## src/include/fspd_map.svh

```systemverilog
`ifndef FSPD_MAP_SVH
`define FSPD_MAP_SVH

// Instruction codes
`define FSPD_OP_SUSPEND     8'h75
`define FSPD_OP_RESUME      8'h7A
`define FSPD_OP_PD_ENTER    8'hB9
`define FSPD_OP_PD_EXIT     8'hAB
`define FSPD_OP_READ_STATUS 8'h05

// Power-down / polling parameter dword and its fields
`define FSPD_PARAM_DWORD    32'h5CD5A2F7
`define FSPD_PARAM_PD_SUP   31
`define FSPD_PARAM_ENTER    30:23
`define FSPD_PARAM_EXIT     22:15
`define FSPD_PARAM_WAKE_UNIT 14:13
`define FSPD_PARAM_WAKE_CNT 12:8
`define FSPD_PARAM_POLL     3:2
`define FSPD_PARAM_RSV_HI   7:4
`define FSPD_PARAM_RSV_LO   1:0
`define FSPD_RSV_HI_VAL     4'hF
`define FSPD_RSV_LO_VAL     2'h3
// Wake-up unit 1 us with count 2, i.e. three microseconds; legacy status polling
`define FSPD_WAKE_UNIT_VAL  2'h1
`define FSPD_WAKE_CNT_VAL   5'h02
`define FSPD_POLL_VAL       2'h1

// Status byte field
`define FSPD_STAT_BUSY      0

// Wake-up delay: (count + 1) * 1 us
`define FSPD_WAKE_NS        3000
`define FSPD_CLK_NS         100
`define FSPD_WAKE_CYC       ((`FSPD_WAKE_NS + `FSPD_CLK_NS - 1) / `FSPD_CLK_NS)

`endif

```

## src/include/fspd_pkg.sv

```systemverilog
package fspd_pkg;
  typedef enum logic [2:0] {
    FSPD_IDLE      = 3'h0,
    FSPD_PROG      = 3'h1,
    FSPD_PROG_SUSP = 3'h3,
    FSPD_ERASE     = 3'h2,
    FSPD_ERASE_SUSP= 3'h6,
    FSPD_PD        = 3'h4,
    FSPD_WAKE      = 3'h5
  } fspd_state_t;
endpackage

```

## src/include/fspd_rx_if.sv

```systemverilog
`timescale 1ns/1ps
`default_nettype none
interface fspd_rx_if;
  logic       byte_vld;
  logic [7:0] byte_val;
  logic       first;
  logic [7:0] tx_byte;
  logic       tx_load;
  modport rx (output byte_vld, output byte_val, output first, input tx_byte, input tx_load);
  modport core (input byte_vld, input byte_val, input first, output tx_byte, output tx_load);
endinterface
`default_nettype wire

```

## src/core/fspd_shift.sv

```systemverilog
`timescale 1ns/1ps
`default_nettype none
// Serial shifter: SPI mode 0, sampled synchronously to clk_sys_i.
module fspd_shift (
  input  wire logic clk_sys_i,
  input  wire logic rst_n_i,
  input  wire logic ce_i,
  input  wire logic sclk_i,
  input  wire logic cs_n_i,
  input  wire logic mosi_i,
  output logic      miso_o,
  fspd_rx_if.rx     rx
);
  logic       sclk_d;
  logic [2:0] cnt;
  logic [7:0] sh;
  logic [7:0] tx;
  logic       first;
  logic [2:0] next_cnt;
  logic [7:0] next_sh;
  logic [7:0] next_tx;
  logic       next_first;
  logic       next_miso;
  logic       vld;
  logic       rise;
  logic       fall;

  assign rise = sclk_i & ~sclk_d;
  assign fall = ~sclk_i & sclk_d;

  always_comb begin
    next_cnt   = cnt;
    next_sh    = sh;
    next_tx    = tx;
    next_first = first;
    next_miso  = miso_o;
    vld        = 1'b0;
    if (cs_n_i) begin
      next_cnt   = 3'h0;
      next_first = 1'b1;
      next_tx    = 8'h00;
      next_miso  = 1'b0;
    end else begin
      if (rx.tx_load) begin
        next_tx = rx.tx_byte;
      end else if (fall) begin
        // Mode 0: each fall presents the next bit, so bit 7 leads the reply byte
        next_miso = tx[7];
        next_tx   = {tx[6:0], 1'b0};
      end
      if (rise) begin
        next_sh  = {sh[6:0], mosi_i};
        next_cnt = cnt + 3'h1;
        if (cnt == 3'h7) begin
          vld        = 1'b1;
          next_first = 1'b0;
        end
      end
    end
  end

  always_ff @(posedge clk_sys_i) begin
    if (!rst_n_i) begin
      sclk_d <= 1'b0;
      cnt    <= 3'h0;
      sh     <= 8'h00;
      tx     <= 8'h00;
      first  <= 1'b1;
      miso_o <= 1'b0;
    end else if (ce_i) begin
      sclk_d <= sclk_i;
      cnt    <= next_cnt;
      sh     <= next_sh;
      tx     <= next_tx;
      first  <= next_first;
      miso_o <= next_miso;
    end
  end

  assign rx.byte_vld = vld & ce_i;
  assign rx.byte_val = {sh[6:0], mosi_i};
  assign rx.first    = first;
endmodule
`default_nettype wire

```

## src/core/fspd_core.sv

```systemverilog
`include "fspd_map.svh"
`timescale 1ns/1ps
`default_nettype none
module fspd_core
  import fspd_pkg::*;
#(
  parameter int WAKE_CYC = `FSPD_WAKE_CYC
) (
  input  wire logic        clk_sys_i,
  input  wire logic        rst_n_i,
  input  wire logic        ce_i,
  input  wire logic        sclk_i,
  input  wire logic        cs_n_i,
  input  wire logic        mosi_i,
  input  wire logic        prog_start_i,
  input  wire logic        erase_start_i,
  input  wire logic        op_done_i,
  output logic             miso_o,
  output logic             busy_flag_bit_o,
  output logic             suspend_o,
  output logic             deep_pd_o,
  output logic             ready_o,
  output logic [31:0]      param_dword_o
);
  // Bytes and the reply path between shifter and decoder
  fspd_rx_if rx ();

  // Command state and wake-up timer
  logic        miso;
  fspd_state_t state;
  fspd_state_t next_state;
  logic [7:0]  wake;
  logic [7:0]  next_wake;
  logic [7:0]  tx_byte;
  logic        tx_load;
  logic [31:0] param;
  logic        status_busy;
  // Next values of the registered outputs
  logic        next_busy;
  logic        next_suspend;
  logic        next_deep_pd;
  logic        next_ready;

  ////////////////////////////////////////////////////////////////////////////
  // Serial framing; only the first byte after chip select is an opcode
  fspd_shift u_shift (
    .clk_sys_i (clk_sys_i),
    .rst_n_i   (rst_n_i),
    .ce_i      (ce_i),
    .sclk_i    (sclk_i),
    .cs_n_i    (cs_n_i),
    .mosi_i    (mosi_i),
    .miso_o    (miso),
    .rx        (rx)
  );

  ////////////////////////////////////////////////////////////////////////////
  // Decoding helpers
  // True in the one cycle in which a whole opcode byte has arrived and matches op
  function automatic logic is_op(input logic [7:0] b, input logic [7:0] op);
    return rx.byte_vld && rx.first && (b == op);
  endfunction

  // An operation runs only while neither suspended nor waking
  function automatic logic is_running(input fspd_state_t s);
    return (s == FSPD_PROG) || (s == FSPD_ERASE);
  endfunction

  ////////////////////////////////////////////////////////////////////////////
  // Parameter dword; opcode fields reuse the decoder's codes so the two cannot drift
  always_comb begin
    param                        = `FSPD_PARAM_DWORD;
    param[`FSPD_PARAM_PD_SUP]    = 1'b0;
    param[`FSPD_PARAM_ENTER]     = `FSPD_OP_PD_ENTER;
    param[`FSPD_PARAM_EXIT]      = `FSPD_OP_PD_EXIT;
    param[`FSPD_PARAM_WAKE_UNIT] = `FSPD_WAKE_UNIT_VAL;
    param[`FSPD_PARAM_WAKE_CNT]  = `FSPD_WAKE_CNT_VAL;
    param[`FSPD_PARAM_POLL]      = `FSPD_POLL_VAL;
    param[`FSPD_PARAM_RSV_HI]    = `FSPD_RSV_HI_VAL;
    param[`FSPD_PARAM_RSV_LO]    = `FSPD_RSV_LO_VAL;
  end

  ////////////////////////////////////////////////////////////////////////////
  // Command state
  // Opcodes that do not fit the current state are dropped silently
  always_comb begin
    next_state = state;
    next_wake  = wake;
    case (state)
      FSPD_IDLE: begin
        // Power-down only from idle; program wins when both starts arrive together
        if (is_op(rx.byte_val, `FSPD_OP_PD_ENTER)) begin
          next_state = FSPD_PD;
        end else if (prog_start_i) begin
          next_state = FSPD_PROG;
        end else if (erase_start_i) begin
          next_state = FSPD_ERASE;
        end
      end

      FSPD_PROG: begin
        // Completion is only seen while running; a suspended operation waits for resume
        if (is_op(rx.byte_val, `FSPD_OP_SUSPEND)) begin
          next_state = FSPD_PROG_SUSP;
        end else if (op_done_i) begin
          next_state = FSPD_IDLE;
        end
      end

      FSPD_PROG_SUSP: begin
        // Only resume leaves this state
        if (is_op(rx.byte_val, `FSPD_OP_RESUME)) begin
          next_state = FSPD_PROG;
        end
      end

      FSPD_ERASE: begin
        // Erase mirrors program, with a suspended state of its own
        if (is_op(rx.byte_val, `FSPD_OP_SUSPEND)) begin
          next_state = FSPD_ERASE_SUSP;
        end else if (op_done_i) begin
          next_state = FSPD_IDLE;
        end
      end

      FSPD_ERASE_SUSP: begin
        // Same resume code as for program; the state tells the two apart
        if (is_op(rx.byte_val, `FSPD_OP_RESUME)) begin
          next_state = FSPD_ERASE;
        end
      end

      FSPD_PD: begin
        // Everything but the exit opcode is ignored, including status reads
        // The 8-bit timer limits WAKE_CYC to 255
        if (is_op(rx.byte_val, `FSPD_OP_PD_EXIT)) begin
          next_state = FSPD_WAKE;
          next_wake  = WAKE_CYC[7:0];
        end
      end

      FSPD_WAKE: begin
        // Host is expected to hold off; we just time the recovery
        if (wake <= 8'h01) begin
          next_state = FSPD_IDLE;
          next_wake  = 8'h00;
        end else begin
          next_wake = wake - 8'h01;
        end
      end

      default: begin
        next_state = FSPD_IDLE;
      end
    endcase
  end

  ////////////////////////////////////////////////////////////////////////////
  // Status byte, loaded into the shifter as the read-status opcode completes
  always_comb begin
    // Waking reports busy too, so a host that polls rather than times stays safe
    status_busy = is_running(state) || (state == FSPD_WAKE);
    tx_byte     = 8'h00;
    tx_load     = 1'b0;
    if (state != FSPD_PD && is_op(rx.byte_val, `FSPD_OP_READ_STATUS)) begin
      tx_load                  = 1'b1;
      tx_byte[`FSPD_STAT_BUSY] = status_busy;
    end
  end

  assign rx.tx_byte = tx_byte;
  assign rx.tx_load = tx_load;

  ////////////////////////////////////////////////////////////////////////////
  // Output levels follow the next state so that they change together with it
  always_comb begin
    next_busy    = is_running(next_state);
    next_suspend = (next_state == FSPD_PROG_SUSP) || (next_state == FSPD_ERASE_SUSP);
    next_deep_pd = (next_state == FSPD_PD);
    next_ready   = (next_state != FSPD_PD) && (next_state != FSPD_WAKE);
  end

  ////////////////////////////////////////////////////////////////////////////
  // Registers; a low clock enable freezes everything, the serial output included
  always_ff @(posedge clk_sys_i) begin
    if (!rst_n_i) begin
      state           <= FSPD_IDLE;
      wake            <= 8'h00;
      miso_o          <= 1'b0;
      busy_flag_bit_o <= 1'b0;
      suspend_o       <= 1'b0;
      deep_pd_o       <= 1'b0;
      ready_o         <= 1'b1;
      // Reads zero until the first enabled edge after reset
      param_dword_o   <= 32'h00000000;
    end else if (ce_i) begin
      state           <= next_state;
      wake            <= next_wake;
      miso_o          <= miso;
      busy_flag_bit_o <= next_busy;
      suspend_o       <= next_suspend;
      deep_pd_o       <= next_deep_pd;
      ready_o         <= next_ready;
      param_dword_o   <= param;
    end
  end
endmodule
`default_nettype wire

```

## config.mk

```make
export PLATFORM = sky130hd
export DESIGN_NAME = fspd_core
export DESIGN_NICKNAME = d
export VERILOG_FILES = /design/src/include/fspd_pkg.sv /design/src/include/fspd_rx_if.sv /design/src/core/fspd_shift.sv /design/src/core/fspd_core.sv
export VERILOG_INCLUDE_DIRS = /design/src /design/src/include
export SDC_FILE = /design/constraint.sdc
export NUM_CORES = 1
export LEC_CHECK = 0
export ABC_AREA = 1
export ABC_CLOCK_PERIOD_IN_PS = 5400
export BUFFER_PORTS_ARGS = -buffer_cell sky130_fd_sc_hd__buf_2
export CAP_MARGIN = 0
export CORE_MARGIN = 5
export CORE_UTILIZATION = 35
export DETAILED_ROUTE_END_ITERATION = 16
export GPL_TIMING_DRIVEN = 0
export SETUP_SLACK_MARGIN = 0.1
export SLEW_MARGIN = 20
export SYNTH_ARGS = -nofsm -noshare
export SYNTH_HDL_FRONTEND = slang
export SYNTH_HIERARCHICAL = 1
export SYNTH_SLANG_ARGS = --single-unit
```

## constraint.sdc

```tcl
create_clock -name clk_sys_i -period 5.4 [get_ports clk_sys_i]
set_input_delay 0.81 -clock clk_sys_i [delete_from_list [all_inputs] [get_ports clk_sys_i]]
set_output_delay 0.81 -clock clk_sys_i [all_outputs]
set_load 0.01 [all_outputs]
```

==> impl_metrics.tcl <==
set metrics [dict create \
    ys.warnings.count 6 \
    core_area_mm2 0.00679 \
    p_int_uw 448 \
    cap_viol_max_count 0 \
    routed_wl_mm 5.25 \
    postSynthRegisterBits 38 \
    fin_nets 448 \
    clkPwrFrac 0.325 \
    worst_path_largest_cell_delay_ns 0.24 \
    detailedRoute.firstIterationViolations 72 \
    synth_cell_types 35 \
    cts_buffers 5 \
    worst_pin_slew_ns 0.578 \
    power.share.sequential 0.476 \
    hpwlAfterDp_mm 4.00 \
    cts-hold-fix-buffers 0 \
    syn-cell-area_mm2 0.00245 \
    avgRoutedWirePerCell_um 9.87 \
    layout-area-overhead-vs-synth_pct 18.1 \
    setup_ws_ns 2.91 \
    netSwitchingPower_uw 183 \
    maximum_clock_insertion_buffer_count 2 \
    firstDrtPassIters 4 \
    syn_inst 377 \
    io_pins 46 \
    clock-sinks 38 \
    cp_cell_sequence "buf_2 -> nor2_4 -> nand2_2 -> nor2_1 -> nand2_1 -> nor2_1 -> nand3_1 -> nor2_1 -> buf_4 -> inv_1 -> nand2_1 -> nand3_1 -> nand2_1 -> nand2_1 -> nor2_1" \
    gp_congestion 0.867 \
    post_synth.cell_area_avg_um2 6.50 \
    synthDominantCellAreaShare 0.311 \
    io_buffers 32 \
    crit_path_max_fanout 10 \
    clock_latency_ns 0.29 \
    tritoncts "yes" \
    report.final.hold_viol_count 0 \
    grt_first_pass_wirelength_mm 9.09 \
    drc_errors 0 \
    grt_pass1_vias 2045 \
    finalSetupTns_ns 0 \
    fmax_ghz 0.402 \
    layout_min_cycle_time_ns 2.49 \
    routed_via_density 4.28 \
    global_route.overflow_total 0 \
    grt_max_degree 21 \
    endpoint_kind "register" \
    die_h_um 93.7 \
    postCtsSetupRepairBufs 0 \
    max-slew-margin-rel 0.614 \
    power-per-cell-area_mw_per_mm2 218 \
    fp.dieArea_mm2 0.00877 \
    logic_gate_share_of_total_power 0.199 \
    netSwitchingFraction 0.290 \
    fp.dieW_um 93.7 \
    synth-async-reset-ratio 0 \
    ctsHtreeMaxLevel 2 \
    ys_seq_area_frac 0.311 \
    layout_skew_ns 0.00810 \
    number_of_antenna_violations_at_the_first_check_in_global_routing 0 \
    drtAntennaViolNets 0 \
    worstPathRequired_ns 5.63 \
    finalMaxSlewViolations 0 \
    post-synth-top-area-cell "sky130_fd_sc_hd__dfxtp_1" \
    core.rowCount 30 \
    cts.repair.resized 0 \
    place_worst_setup_slack_ns 2.56 \
    critical-path-slowest-cell "sky130_fd_sc_hd__nor2_4" \
    p_total_uw 631 \
    insertedDiodeCount 0 \
    post_synth_main_area_contributors "sky130_fd_sc_hd__dfxtp_1 (31%), sky130_fd_sc_hd__nand2_1 (13%), sky130_fd_sc_hd__buf_4 (10%)" \
    synth.top_cells.by_count "sky130_fd_sc_hd__nand2_1 (85), sky130_fd_sc_hd__inv_1 (48), sky130_fd_sc_hd__nor2_1 (47)" \
    worstPathBufferInverterCount 3 \
    worst_path_dominant_cell_family "simple AND/OR/NAND/NOR gates" \
    vias 2275 \
    worstSetupStartpointType "input pin" \
    grtUsageTotal 0.126 \
    synth_edf_count 0 \
    worstSetupPathType "in -> reg" \
    synth_top_flop_cell "sky130_fd_sc_hd__dfxtp_1" \
    clkTransAtPathRegs_ns 0.07 \
    cp_data_arrival_time_ns 2.71 \
    clock_tree.root_cell "sky130_fd_sc_hd__clkbuf_8" \
    effective_utilization_at_floorplan 0.361 \
    grt_setup_unrepaired "false" \
    post_route_cells_drive_above_1_share 0.222 \
    vdd_drop_max_mv 0.0693 \
    worst_hold_path_type "reg -> reg" \
    report.final.setup_viol 0 \
    status "completed" \
    power.static_leakage_nw 1.41 \
    post-route-period-util 0.460 \
    yosys.cell_count.top_type "sky130_fd_sc_hd__nand2_1" \
]
[metrics by stage]
step / instance area (µm²) / utilization / hold WS [ns] / instances
after detailed placement: 2800 / 0.412 / 0.454 / 524
after global placement: 2800 / 0.412 / 0.449 / 524
final: 2890 / 0.426 / 0.466 / 532
after CTS: 2890 / 0.426 / 0.467 / 532
after global routing: 2890 / 0.426 / 0.491 / 532
after floorplan: 2520 / - / 0.429 / 396
[logic make-up (layout without fill, tap and decap cells)]
kind of cell / after synthesis / after routing / synth area share
AO/OA/AOI/OAI: 44 / 44 / 0.0981
XOR/XNOR: 2 / 2 / 0.00715
adder cells (fa/ha/maj): 4 / 4 / 0.0204
buffers and inverters: 93 / 133 / 0.207
flip-flops: 38 / 38 / 0.311
other: 1 / 20 / 0.00153
AND/OR/NAND/NOR: 195 / 195 / 0.355
[flip-flops by register name (all words and copies together), names as in the netlist]
| signal | cells |
|---|---|
| u_shift/rx.first | 1 |
| u_shift/sh | 7 |
| ready_o | 1 |
| param_dword_o | 1 |
| u_shift/tx | 8 |
| u_shift/cnt | 3 |
| busy_flag_bit_o | 1 |
| miso_o | 1 |
| u_shift/sclk_d | 1 |
| u_shift/miso_o | 1 |
| suspend_o | 1 |
| wake | 8 |
| deep_pd_o | 1 |
| state | 3 |
[final cells by class]
class,instances,area (µm²)
inverter,53,200
fill,751,3900
tap,96,120
timing repair buffer,32,160
clock buffer,7,86.3
sequential,38,761
buffer,40,308
clock inverter,1,5.00
multi-input combinational,265,1250
[power groups by stage]
stage | sequential (mW) | combinational, mW | clock [mW]
2_1_floorplan | 0.306 | 0.0934 | 0
3_3_place_gp | 0.307 | 0.125 | 0
3_5_place_dp | 0.307 | 0.126 | 0
4_1_cts | 0.301 | 0.126 | 0.215
5_1_grt | 0.302 | 0.142 | 0.223
6_report | 0.300 | 0.125 | 0.205
[per-layer routing]
layer  GRT usage  wire, µm  vias up  part of all wire
li1            -         -     1256                 -
met4      0.0397        80        0             0.015
met5           0         0        -                 0
met3      0.0248       191        7             0.036
met1       0.166      2530      983              0.48
met2       0.207      2450       29              0.47
[tightest hold or removal path, delay by kind of cell, from the launching register on]
family           cells  cell delay [ns]
AND/OR/NAND/NOR      1             0.06
AO/OA/AOI/OAI        1             0.06
flip-flops           1             0.31
[placed cells by master, fill, tap and decap left out, types with 4 or more instances in the layout]
master,synthesis,final
sky130_fd_sc_hd__nor2_2,6,6
sky130_fd_sc_hd__buf_4,34,34
sky130_fd_sc_hd__clkbuf_8,0,6
sky130_fd_sc_hd__nor3_1,5,5
sky130_fd_sc_hd__nor2_1,47,47
sky130_fd_sc_hd__a21oi_1,26,26
sky130_fd_sc_hd__o21ai_0,10,10
sky130_fd_sc_hd__nand2_1,85,85
sky130_fd_sc_hd__nand3_1,40,40
sky130_fd_sc_hd__buf_2,3,35
sky130_fd_sc_hd__dfxtp_1,38,38
sky130_fd_sc_hd__conb_1,1,20
sky130_fd_sc_hd__inv_1,48,48
sky130_fd_sc_hd__ha_1,4,4
[worst paths after layout]
kind / start / end / slack [ns] / cells past startpoint
hold / removal: busy_flag_bit_o / busy_flag_bit_o / 0.47 / 2
setup / recovery: cs_n_i / u_shift/tx[2] / 2.91 / 15
setup reg to reg: u_shift/sclk_d / u_shift/tx[2] / 3.23 / 14
hold reg to reg: busy_flag_bit_o / busy_flag_bit_o / 0.47 / 2
Note: power is estimated with default switching activity, not from simulation.
